### src/design/dacr_pkg.sv
// Shared constants and carrier types for the dual converter control block
package dacr_pkg;
  localparam int CLK_PERIOD_NS = 100;
  localparam int RES_W = 14;
  localparam int FRAME_BITS = 2 * RES_W;
  localparam int CONV_TIME_NS = 800;
  localparam int CONV_CYCLES = (CONV_TIME_NS + CLK_PERIOD_NS - 1) / CLK_PERIOD_NS;
  localparam int POWERUP_TIME_US = 100;
  localparam int POWERUP_CYCLES = (POWERUP_TIME_US * 1000 + CLK_PERIOD_NS - 1) / CLK_PERIOD_NS;
  localparam int FIFO_DEPTH = 4;
  localparam logic [1:0] SPAN_BIP10 = 2'h0;
  localparam logic [1:0] SPAN_BIP5 = 2'h1;
  localparam logic [1:0] SPAN_UNI10 = 2'h2;
  localparam logic [1:0] SPAN_BAD = 2'h3;
  localparam logic [1:0] SPAN_RESET = SPAN_BIP10;
  localparam logic PAIR_RESET = 1'h0;
  localparam logic [RES_W-1:0] RESULT_RESET = 14'h0000;

  typedef struct packed {
    logic [RES_W-1:0] first;
    logic [RES_W-1:0] second;
  } dacr_result_t;

  typedef struct packed {
    logic conversion_start_n_n;
    logic cs_n;
    logic sclk;
    logic pair_sel;
    logic [1:0] span;
  } dacr_pins_t;

  localparam dacr_pins_t PINS_IDLE = '{conversion_start_n_n: 1'h1, cs_n: 1'h1, sclk: 1'h1, pair_sel: PAIR_RESET,
                                       span: SPAN_RESET};
endpackage : dacr_pkg

### src/design/dacr_fifo.sv
// Small result FIFO with valid/ready on both sides
`timescale 1ns/1ps
module dacr_fifo #(
  parameter int W = 28,
  parameter int DEPTH = 4
) (
  // Clock and reset
  input wire logic CLK,
  input wire logic RST,
  // Fill side
  input wire logic [W-1:0] in_data,
  input wire logic in_valid,
  output logic in_ready,
  // Drain side
  output logic [W-1:0] out_data,
  output logic out_valid,
  input wire logic out_ready
);
  localparam int AW = (DEPTH > 1) ? $clog2(DEPTH) : 1;

  generate
    if (DEPTH < 2 || (1 << AW) != DEPTH) begin : g_bad_depth
      $error("dacr_fifo: DEPTH must be a power of two, at least 2");
    end
  endgenerate

  logic [W-1:0] mem [DEPTH];
  logic [AW-1:0] wr_ptr;
  logic [AW-1:0] rd_ptr;
  logic [AW:0] count;
  wire push = in_valid & in_ready;
  wire pop = out_valid & out_ready;

  assign in_ready = (count != (AW + 1)'(DEPTH));
  assign out_valid = (count != '0);
  assign out_data = mem[rd_ptr];

  always_ff @(posedge CLK) begin
    if (push) begin
      mem[wr_ptr] <= in_data;
    end
  end

  always_ff @(posedge CLK or posedge RST) begin
    if (RST) begin
      wr_ptr <= '0;
      rd_ptr <= '0;
      count <= '0;
    end else begin
      wr_ptr <= wr_ptr + AW'(push);
      rd_ptr <= rd_ptr + AW'(pop);
      count <= count + (AW + 1)'(push) - (AW + 1)'(pop);
    end
  end
endmodule : dacr_fifo

### src/design/dacr_top.sv
// Conversion control and serial result readout for a dual 14-bit converter
`timescale 1ns/1ps
module dacr_top
  import dacr_pkg::*;
#(
  parameter int CONV_CYC = CONV_CYCLES,
  parameter int POWERUP_CYC = POWERUP_CYCLES,
  parameter int BUF_DEPTH = FIFO_DEPTH
) (
  // Clock and reset
  input wire logic CLK,
  input wire logic RST,
  // Host control pins, asynchronous to CLK
  input wire logic CONVERSION_START_N,
  input wire logic CS_N,
  input wire logic SCLK,
  input wire logic CHAN_PAIR_SEL,
  input wire logic INPUT_SPAN_SEL_LO,
  input wire logic INPUT_SPAN_SEL_HI,
  // Raw straight-binary codes from the analog core, CLK domain
  input wire logic [RES_W-1:0] RAW_FIRST_CH1,
  input wire logic [RES_W-1:0] RAW_FIRST_CH2,
  input wire logic [RES_W-1:0] RAW_SECOND_CH1,
  input wire logic [RES_W-1:0] RAW_SECOND_CH2,
  // Status
  output logic BUSY,
  output logic ANALOG_POWER_ON,
  output logic PAIR_APPLIED,
  output logic [1:0] SPAN_APPLIED,
  // Serial data outputs with enables
  output logic SERIAL_OUT_FIRST,
  output logic SERIAL_OUT_FIRST_OE,
  output logic SERIAL_OUT_SECOND,
  output logic SERIAL_OUT_SECOND_OE
);
  localparam int CNT_MAX = (POWERUP_CYC > CONV_CYC) ? POWERUP_CYC : CONV_CYC;
  localparam int CNT_W = $clog2(CNT_MAX + 1);
  localparam int BITS_W = $clog2(FRAME_BITS + 1);
  localparam logic [CNT_W-1:0] CONV_LAST = CNT_W'(CONV_CYC - 1);
  localparam logic [CNT_W-1:0] WARM_LAST = CNT_W'(POWERUP_CYC - 1);
  localparam logic [BITS_W-1:0] BITS_FULL = BITS_W'(FRAME_BITS);

  generate
    if (CONV_CYC < 1 || POWERUP_CYC < 1 || BUF_DEPTH < 2) begin : g_bad_param
      $error("dacr_top: counts must be at least 1 and buffer depth at least 2");
    end
  endgenerate

  typedef enum logic [1:0] {ST_WARM, ST_IDLE, ST_CONV, ST_SHUT} dacr_state_t;

  // Pin synchronisers; stage 1 feeds only stage 2
  dacr_pins_t pin_raw;
  dacr_pins_t pin_s1;
  dacr_pins_t pin_s2;
  dacr_pins_t pin_prev;

  assign pin_raw = '{conversion_start_n_n: CONVERSION_START_N, cs_n: CS_N, sclk: SCLK, pair_sel: CHAN_PAIR_SEL,
                     span: {INPUT_SPAN_SEL_HI, INPUT_SPAN_SEL_LO}};

  always_ff @(posedge CLK or posedge RST) begin
    if (RST) begin
      pin_s1 <= PINS_IDLE;
      pin_s2 <= PINS_IDLE;
      pin_prev <= PINS_IDLE;
    end else begin
      pin_s1 <= pin_raw;
      pin_s2 <= pin_s1;
      pin_prev <= pin_s2;
    end
  end

  wire conversion_start_n_fall = pin_prev.conversion_start_n_n & ~pin_s2.conversion_start_n_n;
  wire conversion_start_n_rise = ~pin_prev.conversion_start_n_n & pin_s2.conversion_start_n_n;
  wire cs_fall = pin_prev.cs_n & ~pin_s2.cs_n;
  wire cs_rise = ~pin_prev.cs_n & pin_s2.cs_n;
  wire cs_low = ~pin_s2.cs_n;
  wire sclk_fall = pin_prev.sclk & ~pin_s2.sclk;
  wire pair_pin = pin_s2.pair_sel;
  wire [1:0] span_pin = pin_s2.span;

  // Conversion sequencer
  dacr_state_t state;
  dacr_state_t next_state;
  logic [CNT_W-1:0] cnt;
  logic [CNT_W-1:0] next_cnt;
  logic fifo_in_ready;

  wire start_ok = (state == ST_IDLE) & conversion_start_n_fall;
  wire conv_end = (state == ST_CONV) & (cnt == CONV_LAST);
  // Back-pressure: a full buffer stretches busy instead of dropping a result
  wire conv_done = conv_end & fifo_in_ready;

  always_comb begin
    next_state = state;
    next_cnt = cnt;
    case (state)
      ST_WARM: begin
        // Start must stay high for the whole power-up wait
        if (!pin_s2.conversion_start_n_n) begin
          next_cnt = '0;
        end else if (cnt == WARM_LAST) begin
          next_state = ST_IDLE;
        end else begin
          next_cnt = cnt + CNT_W'(1);
        end
      end
      ST_IDLE: begin
        if (start_ok) begin
          next_state = ST_CONV;
          next_cnt = '0;
        end
      end
      ST_CONV: begin
        // Timed from CLK only; serial clock plays no part
        if (cnt != CONV_LAST) begin
          next_cnt = cnt + CNT_W'(1);
        end else if (fifo_in_ready) begin
          next_state = pin_s2.conversion_start_n_n ? ST_IDLE : ST_SHUT;
          next_cnt = '0;
        end
      end
      ST_SHUT: begin
        if (conversion_start_n_rise) begin
          next_state = ST_WARM;
          next_cnt = '0;
        end
      end
      default: begin
        next_state = ST_WARM;
        next_cnt = '0;
      end
    endcase
  end

  always_ff @(posedge CLK or posedge RST) begin
    if (RST) begin
      state <= ST_WARM;
      cnt <= '0;
      BUSY <= 1'h0;
      ANALOG_POWER_ON <= 1'h1;
    end else begin
      state <= next_state;
      cnt <= next_cnt;
      BUSY <= (next_state == ST_CONV);
      ANALOG_POWER_ON <= (next_state != ST_SHUT);
    end
  end

  // Sampling: the pair in force now is used, the pin value is kept for the next one
  wire [RES_W-1:0] pick_first = PAIR_APPLIED ? RAW_FIRST_CH2 : RAW_FIRST_CH1;
  wire [RES_W-1:0] pick_second = PAIR_APPLIED ? RAW_SECOND_CH2 : RAW_SECOND_CH1;
  wire span_legal = (span_pin != SPAN_BAD);
  dacr_result_t sample;

  always_ff @(posedge CLK or posedge RST) begin
    if (RST) begin
      sample <= '{first: RESULT_RESET, second: RESULT_RESET};
      PAIR_APPLIED <= PAIR_RESET;
      SPAN_APPLIED <= SPAN_RESET;
    end else if (start_ok) begin
      // Offset binary to two's complement by inverting the MSB
      sample.first <= {~pick_first[RES_W-1], pick_first[RES_W-2:0]};
      sample.second <= {~pick_second[RES_W-1], pick_second[RES_W-2:0]};
      PAIR_APPLIED <= pair_pin;
      // Forbidden span code keeps the previous span
      SPAN_APPLIED <= span_legal ? span_pin : SPAN_APPLIED;
    end
  end

  // Result buffer
  dacr_result_t fifo_out;
  logic fifo_out_valid;
  logic [BITS_W-1:0] bits;
  wire fifo_out_ready = pin_s2.cs_n | (bits == '0);
  wire pop = fifo_out_valid & fifo_out_ready;

  dacr_fifo #(
    .W(FRAME_BITS),
    .DEPTH(BUF_DEPTH)
  ) u_fifo (
    .CLK(CLK),
    .RST(RST),
    .in_data(sample),
    .in_valid(conv_end),
    .in_ready(fifo_in_ready),
    .out_data(fifo_out),
    .out_valid(fifo_out_valid),
    .out_ready(fifo_out_ready)
  );

  // Last result held for any number of reads, also in shutdown
  dacr_result_t hold;

  always_ff @(posedge CLK or posedge RST) begin
    if (RST) begin
      hold <= '{first: RESULT_RESET, second: RESULT_RESET};
    end else if (pop) begin
      hold <= fifo_out;
    end
  end

  // Serial shifter
  dacr_result_t src;
  assign src = pop ? fifo_out : hold;
  wire src_first_msb = src.first[RES_W-1];
  // A new result may replace the frame only before the first shift
  wire load = cs_fall | (cs_low & pop & (bits == '0));
  wire shift = cs_low & ~cs_fall & sclk_fall & SERIAL_OUT_FIRST_OE;
  logic [FRAME_BITS-1:0] sh_first;
  logic [FRAME_BITS-1:0] sh_second;
  logic oe;

  always_ff @(posedge CLK or posedge RST) begin
    if (RST) begin
      oe <= 1'h0;
      bits <= '0;
      sh_first <= '0;
      sh_second <= '0;
    end else if (cs_rise) begin
      oe <= 1'h0;
      bits <= '0;
    end else if (load) begin
      oe <= 1'h1;
      bits <= '0;
      sh_first <= {src.first, src.second};
      sh_second <= {src.second, src.first};
    end else if (shift) begin
      sh_first <= {sh_first[FRAME_BITS-2:0], 1'h0};
      sh_second <= {sh_second[FRAME_BITS-2:0], 1'h0};
      // Saturates at 28 so bits stays nonzero until select rises and no buffered result can reload the frame
      bits <= (bits == BITS_FULL) ? bits : bits + BITS_W'(1);
    end
  end

  assign SERIAL_OUT_FIRST = sh_first[FRAME_BITS-1];
  assign SERIAL_OUT_SECOND = sh_second[FRAME_BITS-1];
  assign SERIAL_OUT_FIRST_OE = oe;
  assign SERIAL_OUT_SECOND_OE = oe;

  // Helper: length of the current busy pulse, saturating so a long stall never wraps
  logic [CNT_W:0] busy_len;

  always_ff @(posedge CLK or posedge RST) begin
    if (RST) begin
      busy_len <= '0;
    end else begin
      busy_len <= !BUSY ? '0 : (&busy_len) ? busy_len : busy_len + (CNT_W + 1)'(1);
    end
  end
endmodule : dacr_top

### config.mk
export PLATFORM = sky130hd
export DESIGN_NAME = dacr_top
export DESIGN_NICKNAME = d
export VERILOG_FILES = /design/src/design/dacr_pkg.sv /design/src/design/dacr_fifo.sv /design/src/design/dacr_top.sv
export SDC_FILE = /design/constraint.sdc
export NUM_CORES = 1
export LEC_CHECK = 0
export BUFFER_PORTS_ARGS = -buffer_cell sky130_fd_sc_hd__buf_2
export CAP_MARGIN = 0
export CORE_ASPECT_RATIO = 1.75
export CORE_UTILIZATION = 35
export CTS_CLUSTER_DIAMETER = 60
export DETAILED_ROUTE_END_ITERATION = 12
export SLEW_MARGIN = 20
export SYNTH_ARGS = -nofsm -noshare
export SYNTH_HDL_FRONTEND = slang
export SYNTH_SLANG_ARGS = --single-unit
### constraint.sdc
create_clock -name CLK -period 15.5 [get_ports CLK]
set_clock_uncertainty 0.05 [all_clocks]
set_input_delay 2.325 -clock CLK [delete_from_list [all_inputs] [get_ports CLK]]
set_output_delay 2.325 -clock CLK [all_outputs]
set_load 0.01 [all_outputs]
==> metrics.md <==
| Metric | Value |
|---|---|
| Status | finished, final reports clean |
| Yosys warns | 0 |
| Initial Utilization | 35.8% |
| CP Cell Sequence | buf_2 |
| Hold slack | 296 ps |
| Hold Path Class | flop to flop |
| GRT overflow | 0 |
| Sequential fraction of the synthesis area | 67.5% |
| Final hold viol count | 0 |
| Main combinational cell family by area after synthesis | multiplexers |
| Critical path's top delay family | flip-flops |
| Routed Antenna Nets | 0 |
| First-pass GRT wire length | 33000 um |
| HP Start | pin_s1[1]$_DFF_PP0_ |
| Mean Syn Cell Area | 13.4 um^2 |
| WHS Path Cells | 0 |
| Finish-stage setup viols | 0 |
| Crit Path Class | flop to output port |
| Clock Sinks | 269 |
| Post-synthesis compound-gate area fraction | 6.14% |
| DRT iter0 DRCs | 306 |
| Post-synthesis cell type count | 46 |
| CTS tree | built |
| Worst-path fanout max | 30 |
| # DRC | 0 |
| Post-Synthesis Cells | 809 |
| Detailed Routing Iterations Pass 1 | 4 |
| Cts repair resizes | 0 |
| Startpoint Class | flop |
| Capturing point of the worst reg2reg path | u_fifo.mem[2][6]$_DFFE_PP_ |
| Arr. time, crit path | 1710 ps |
| Fmax | 245 MHz |
| Reg2reg setup slack | 12380 ps |
| Top cell type's share of synthesized area | 34.0% |
| Post-Syn Area | 0.0108 mm^2 |
| Slew @ Worst Pin | 1060 ps |
| Port Buffers | 72 |
| Commonest non-fill, non-tap cell in the layout | nand2_1 |
| Die area | 0.0317 mm^2 |
| Die width | 135 um |
| Syn_nets | 881 |
| Setup TNS | 0 ps |
| Hpwl dp | 12600 um |
| Initial antenna violation count | 0 |
| Clock Latency Late Sink | 520 ps |
| Share of cells above drive strength 1 | 19.4% |
| Static Leakage | 5.67 nW |
| I/O Pins | 73 |
| Hold EP | span_pin[1]$_DFF_PP0_ |
| CP max stage cell | dfrtp_2 |
| GPL Wtd Cong | 0.752 |
| Top post-synthesis cells by area | dfrtp_1 (34%), edfxtp_1 (31%), mux4_2 (5.8%) |
| Number of global-route vias before repair | 6561 |
| Number of vias per cell | 4.90 |
| Total Routed Length | 19500 um |
| Synth Area in Simple Gates | 10.3% |
| Post-synthesis xor/xnor area fraction | 0.647% |
| Area grow syn2layout | 14.3% |
| Vias | 6240 |
| Synth Flop Type | dfrtp_1 |
| Fin crit share | 26.3% |
| TritonCTS Buffers | 23 |
| CTS Buffer Depth | 3 |
| Worst EP required | 13130 ps |
| Deepest level of the CTS H-tree | 1 |
| CTS Hold Bufs | 0 |
| CP endpoint kind | output port |
| Total track usage | 13.1% |
| Max-cap viol count | 0 |
| Reg2Reg Depth | 5 |
| Worst-case vdd ir drop | 0.0676 mV |
| Number of synthesized register bits | 269 |
| Async SR Flop Fraction | 58.4% |
| Rel. slew slack | 29.0% |
| WP buf/inv | 1 |
| Commonest cells after routing, fill and taps aside | nand2_1 (150), dfrtp_1 (145), edfxtp_1 (112) |
| Die Y | 235 um |
| Minimum clock period | 4080 ps |
| PD cells | 113 mW/mm^2 |
| NumNets Final | 943 |
| Reg2reg start | cnt[6]$_DFFE_PP0P_ |
| Ant diodes | 0 |
| Root Buffer Master | clkbuf_16 |
| Mux cell area share after synthesis | 11.3% |
| Largest net degree at the start of global routing | 88 |
| Crit path launch | PAIR_APPLIED$_DFFE_PP0P_ |
| Post-CTS Setup Bufs | 0 |
| Post-synth EDFFs | 112 |
| CTS clk-pin slew, worst paths | 70 ps |
| Row count | 84 |
| CP peak stage delay | 930 ps |
| Drt wl/cell | 15.3 um |
| Post-Synth Adder-Cell Area | 0.994% |
| Fin. max-slew vios | 0 |
| RSZ-0062 raised after global routing | no |
| Core Footprint | 0.0303 mm^2 |
| Largest area contributor in the synthesized netlist | dfrtp_1 |
==> layer usage <==
metal  vias to the layer above  part of all wire [%]  track usage (%)
met1                      3142                    42             15.3
li1                       2989                     -                -
met5                         -                     0                0
met2                        84                    53             24.1
met3                        25                   2.6             1.66
met4                         0                   2.0             4.56
==> sequential cells by signal, summed over array words and instances, names as in the netlist, 3 cells and up <==
signal and cells:
sh_first 28, bits 5, hold 28, u_fifo.count 3, pin_s1 6, sh_second 28, u_fifo.mem 112, pin_s2 3
cnt 10, sample 28, pin_prev 3
==> final cells by class <==
| cell class | count | area (um^2) |
|---|---|---|
| Timing Repair Buffer | 80 | 433 |
| Sequential cell | 269 | 7310 |
| Inverter | 39 | 151 |
| Clock buffer | 35 | 696 |
| Clock inverter | 6 | 58.8 |
| Multi-Input combinational cell | 458 | 3230 |
| Fill cell | 2833 | 17900 |
| Tap cell | 387 | 484 |
==> Yosys cell counts, types with 2 or more instances <==
library cell,n
o21ai_0,33
mux2_2,4
buf_4,3
xnor2_1,3
dfstp_2,10
buf_2,5
ha_1,7
nand2_1,150
mux2i_1,55
nand3_1,9
a21oi_1,5
a21o_1,3
inv_1,39
xor2_1,5
and2_1,28
or3_1,7
o21ai_1,5
a31oi_1,53
nor4_1,2
nand2b_1,5
clkbuf_1,34
mux4_2,28
nor2_1,19
nor3b_1,3
a22o_1,4
o21bai_1,3
edfxtp_1,112
nand4_1,4
dfrtp_1,147
and3_1,4
nor3_1,5
==> stage by stage <==
step | area [um^2] | cells | utilization, % | total power, W | worst slack, ps
after floorplan | 10800 | 809 | - | 0.000819 | 8910
after global placement | 11600 | 1232 | 38.3 | 0.000839 | 11390
after detailed placement | 11600 | 1233 | 38.4 | 0.000841 | 11370
after CTS | 12400 | 1274 | 40.8 | 0.00142 | 11340
after global routing | 12400 | 1274 | 40.9 | 0.00145 | 11310
final | 12400 | 1274 | 40.9 | 0.00140 | 11420
==> report_power, final <==
group / switching, W / total, W / internal, W / leakage, nW
combinational: 0.0000316 / 0.0000542 / 0.0000225 / 2.08
clock: 0.000249 / 0.000576 / 0.000327 / 0.374
sequential: 0.0000121 / 0.000771 / 0.000759 / 3.22
total: 0.000292 / 0.00140 / 0.00111 / 5.67
==> cells by family (layout without fill, tap and decap cells) <==
kind of cell	Yosys count	in the layout
xor+xnor	8	8
compound gates	110	110
mux	87	87
fa+ha+maj	8	8
flops	269	269
buf+inv	82	160
simple gates	245	245
==> worst max path at each step <==
stage,end,cells past startpoint
finish,PAIR_APPLIED,1
global placement,SPAN_APPLIED[0]$_DFFE_PP0P_,3
global route,PAIR_APPLIED,1
detailed placement,SPAN_APPLIED[0]$_DFFE_PP0P_,3
CTS,PAIR_APPLIED,1
floorplan,BUSY$_DFF_PP0_,1
No activity file was read; power rests on OpenSTA's default activity.
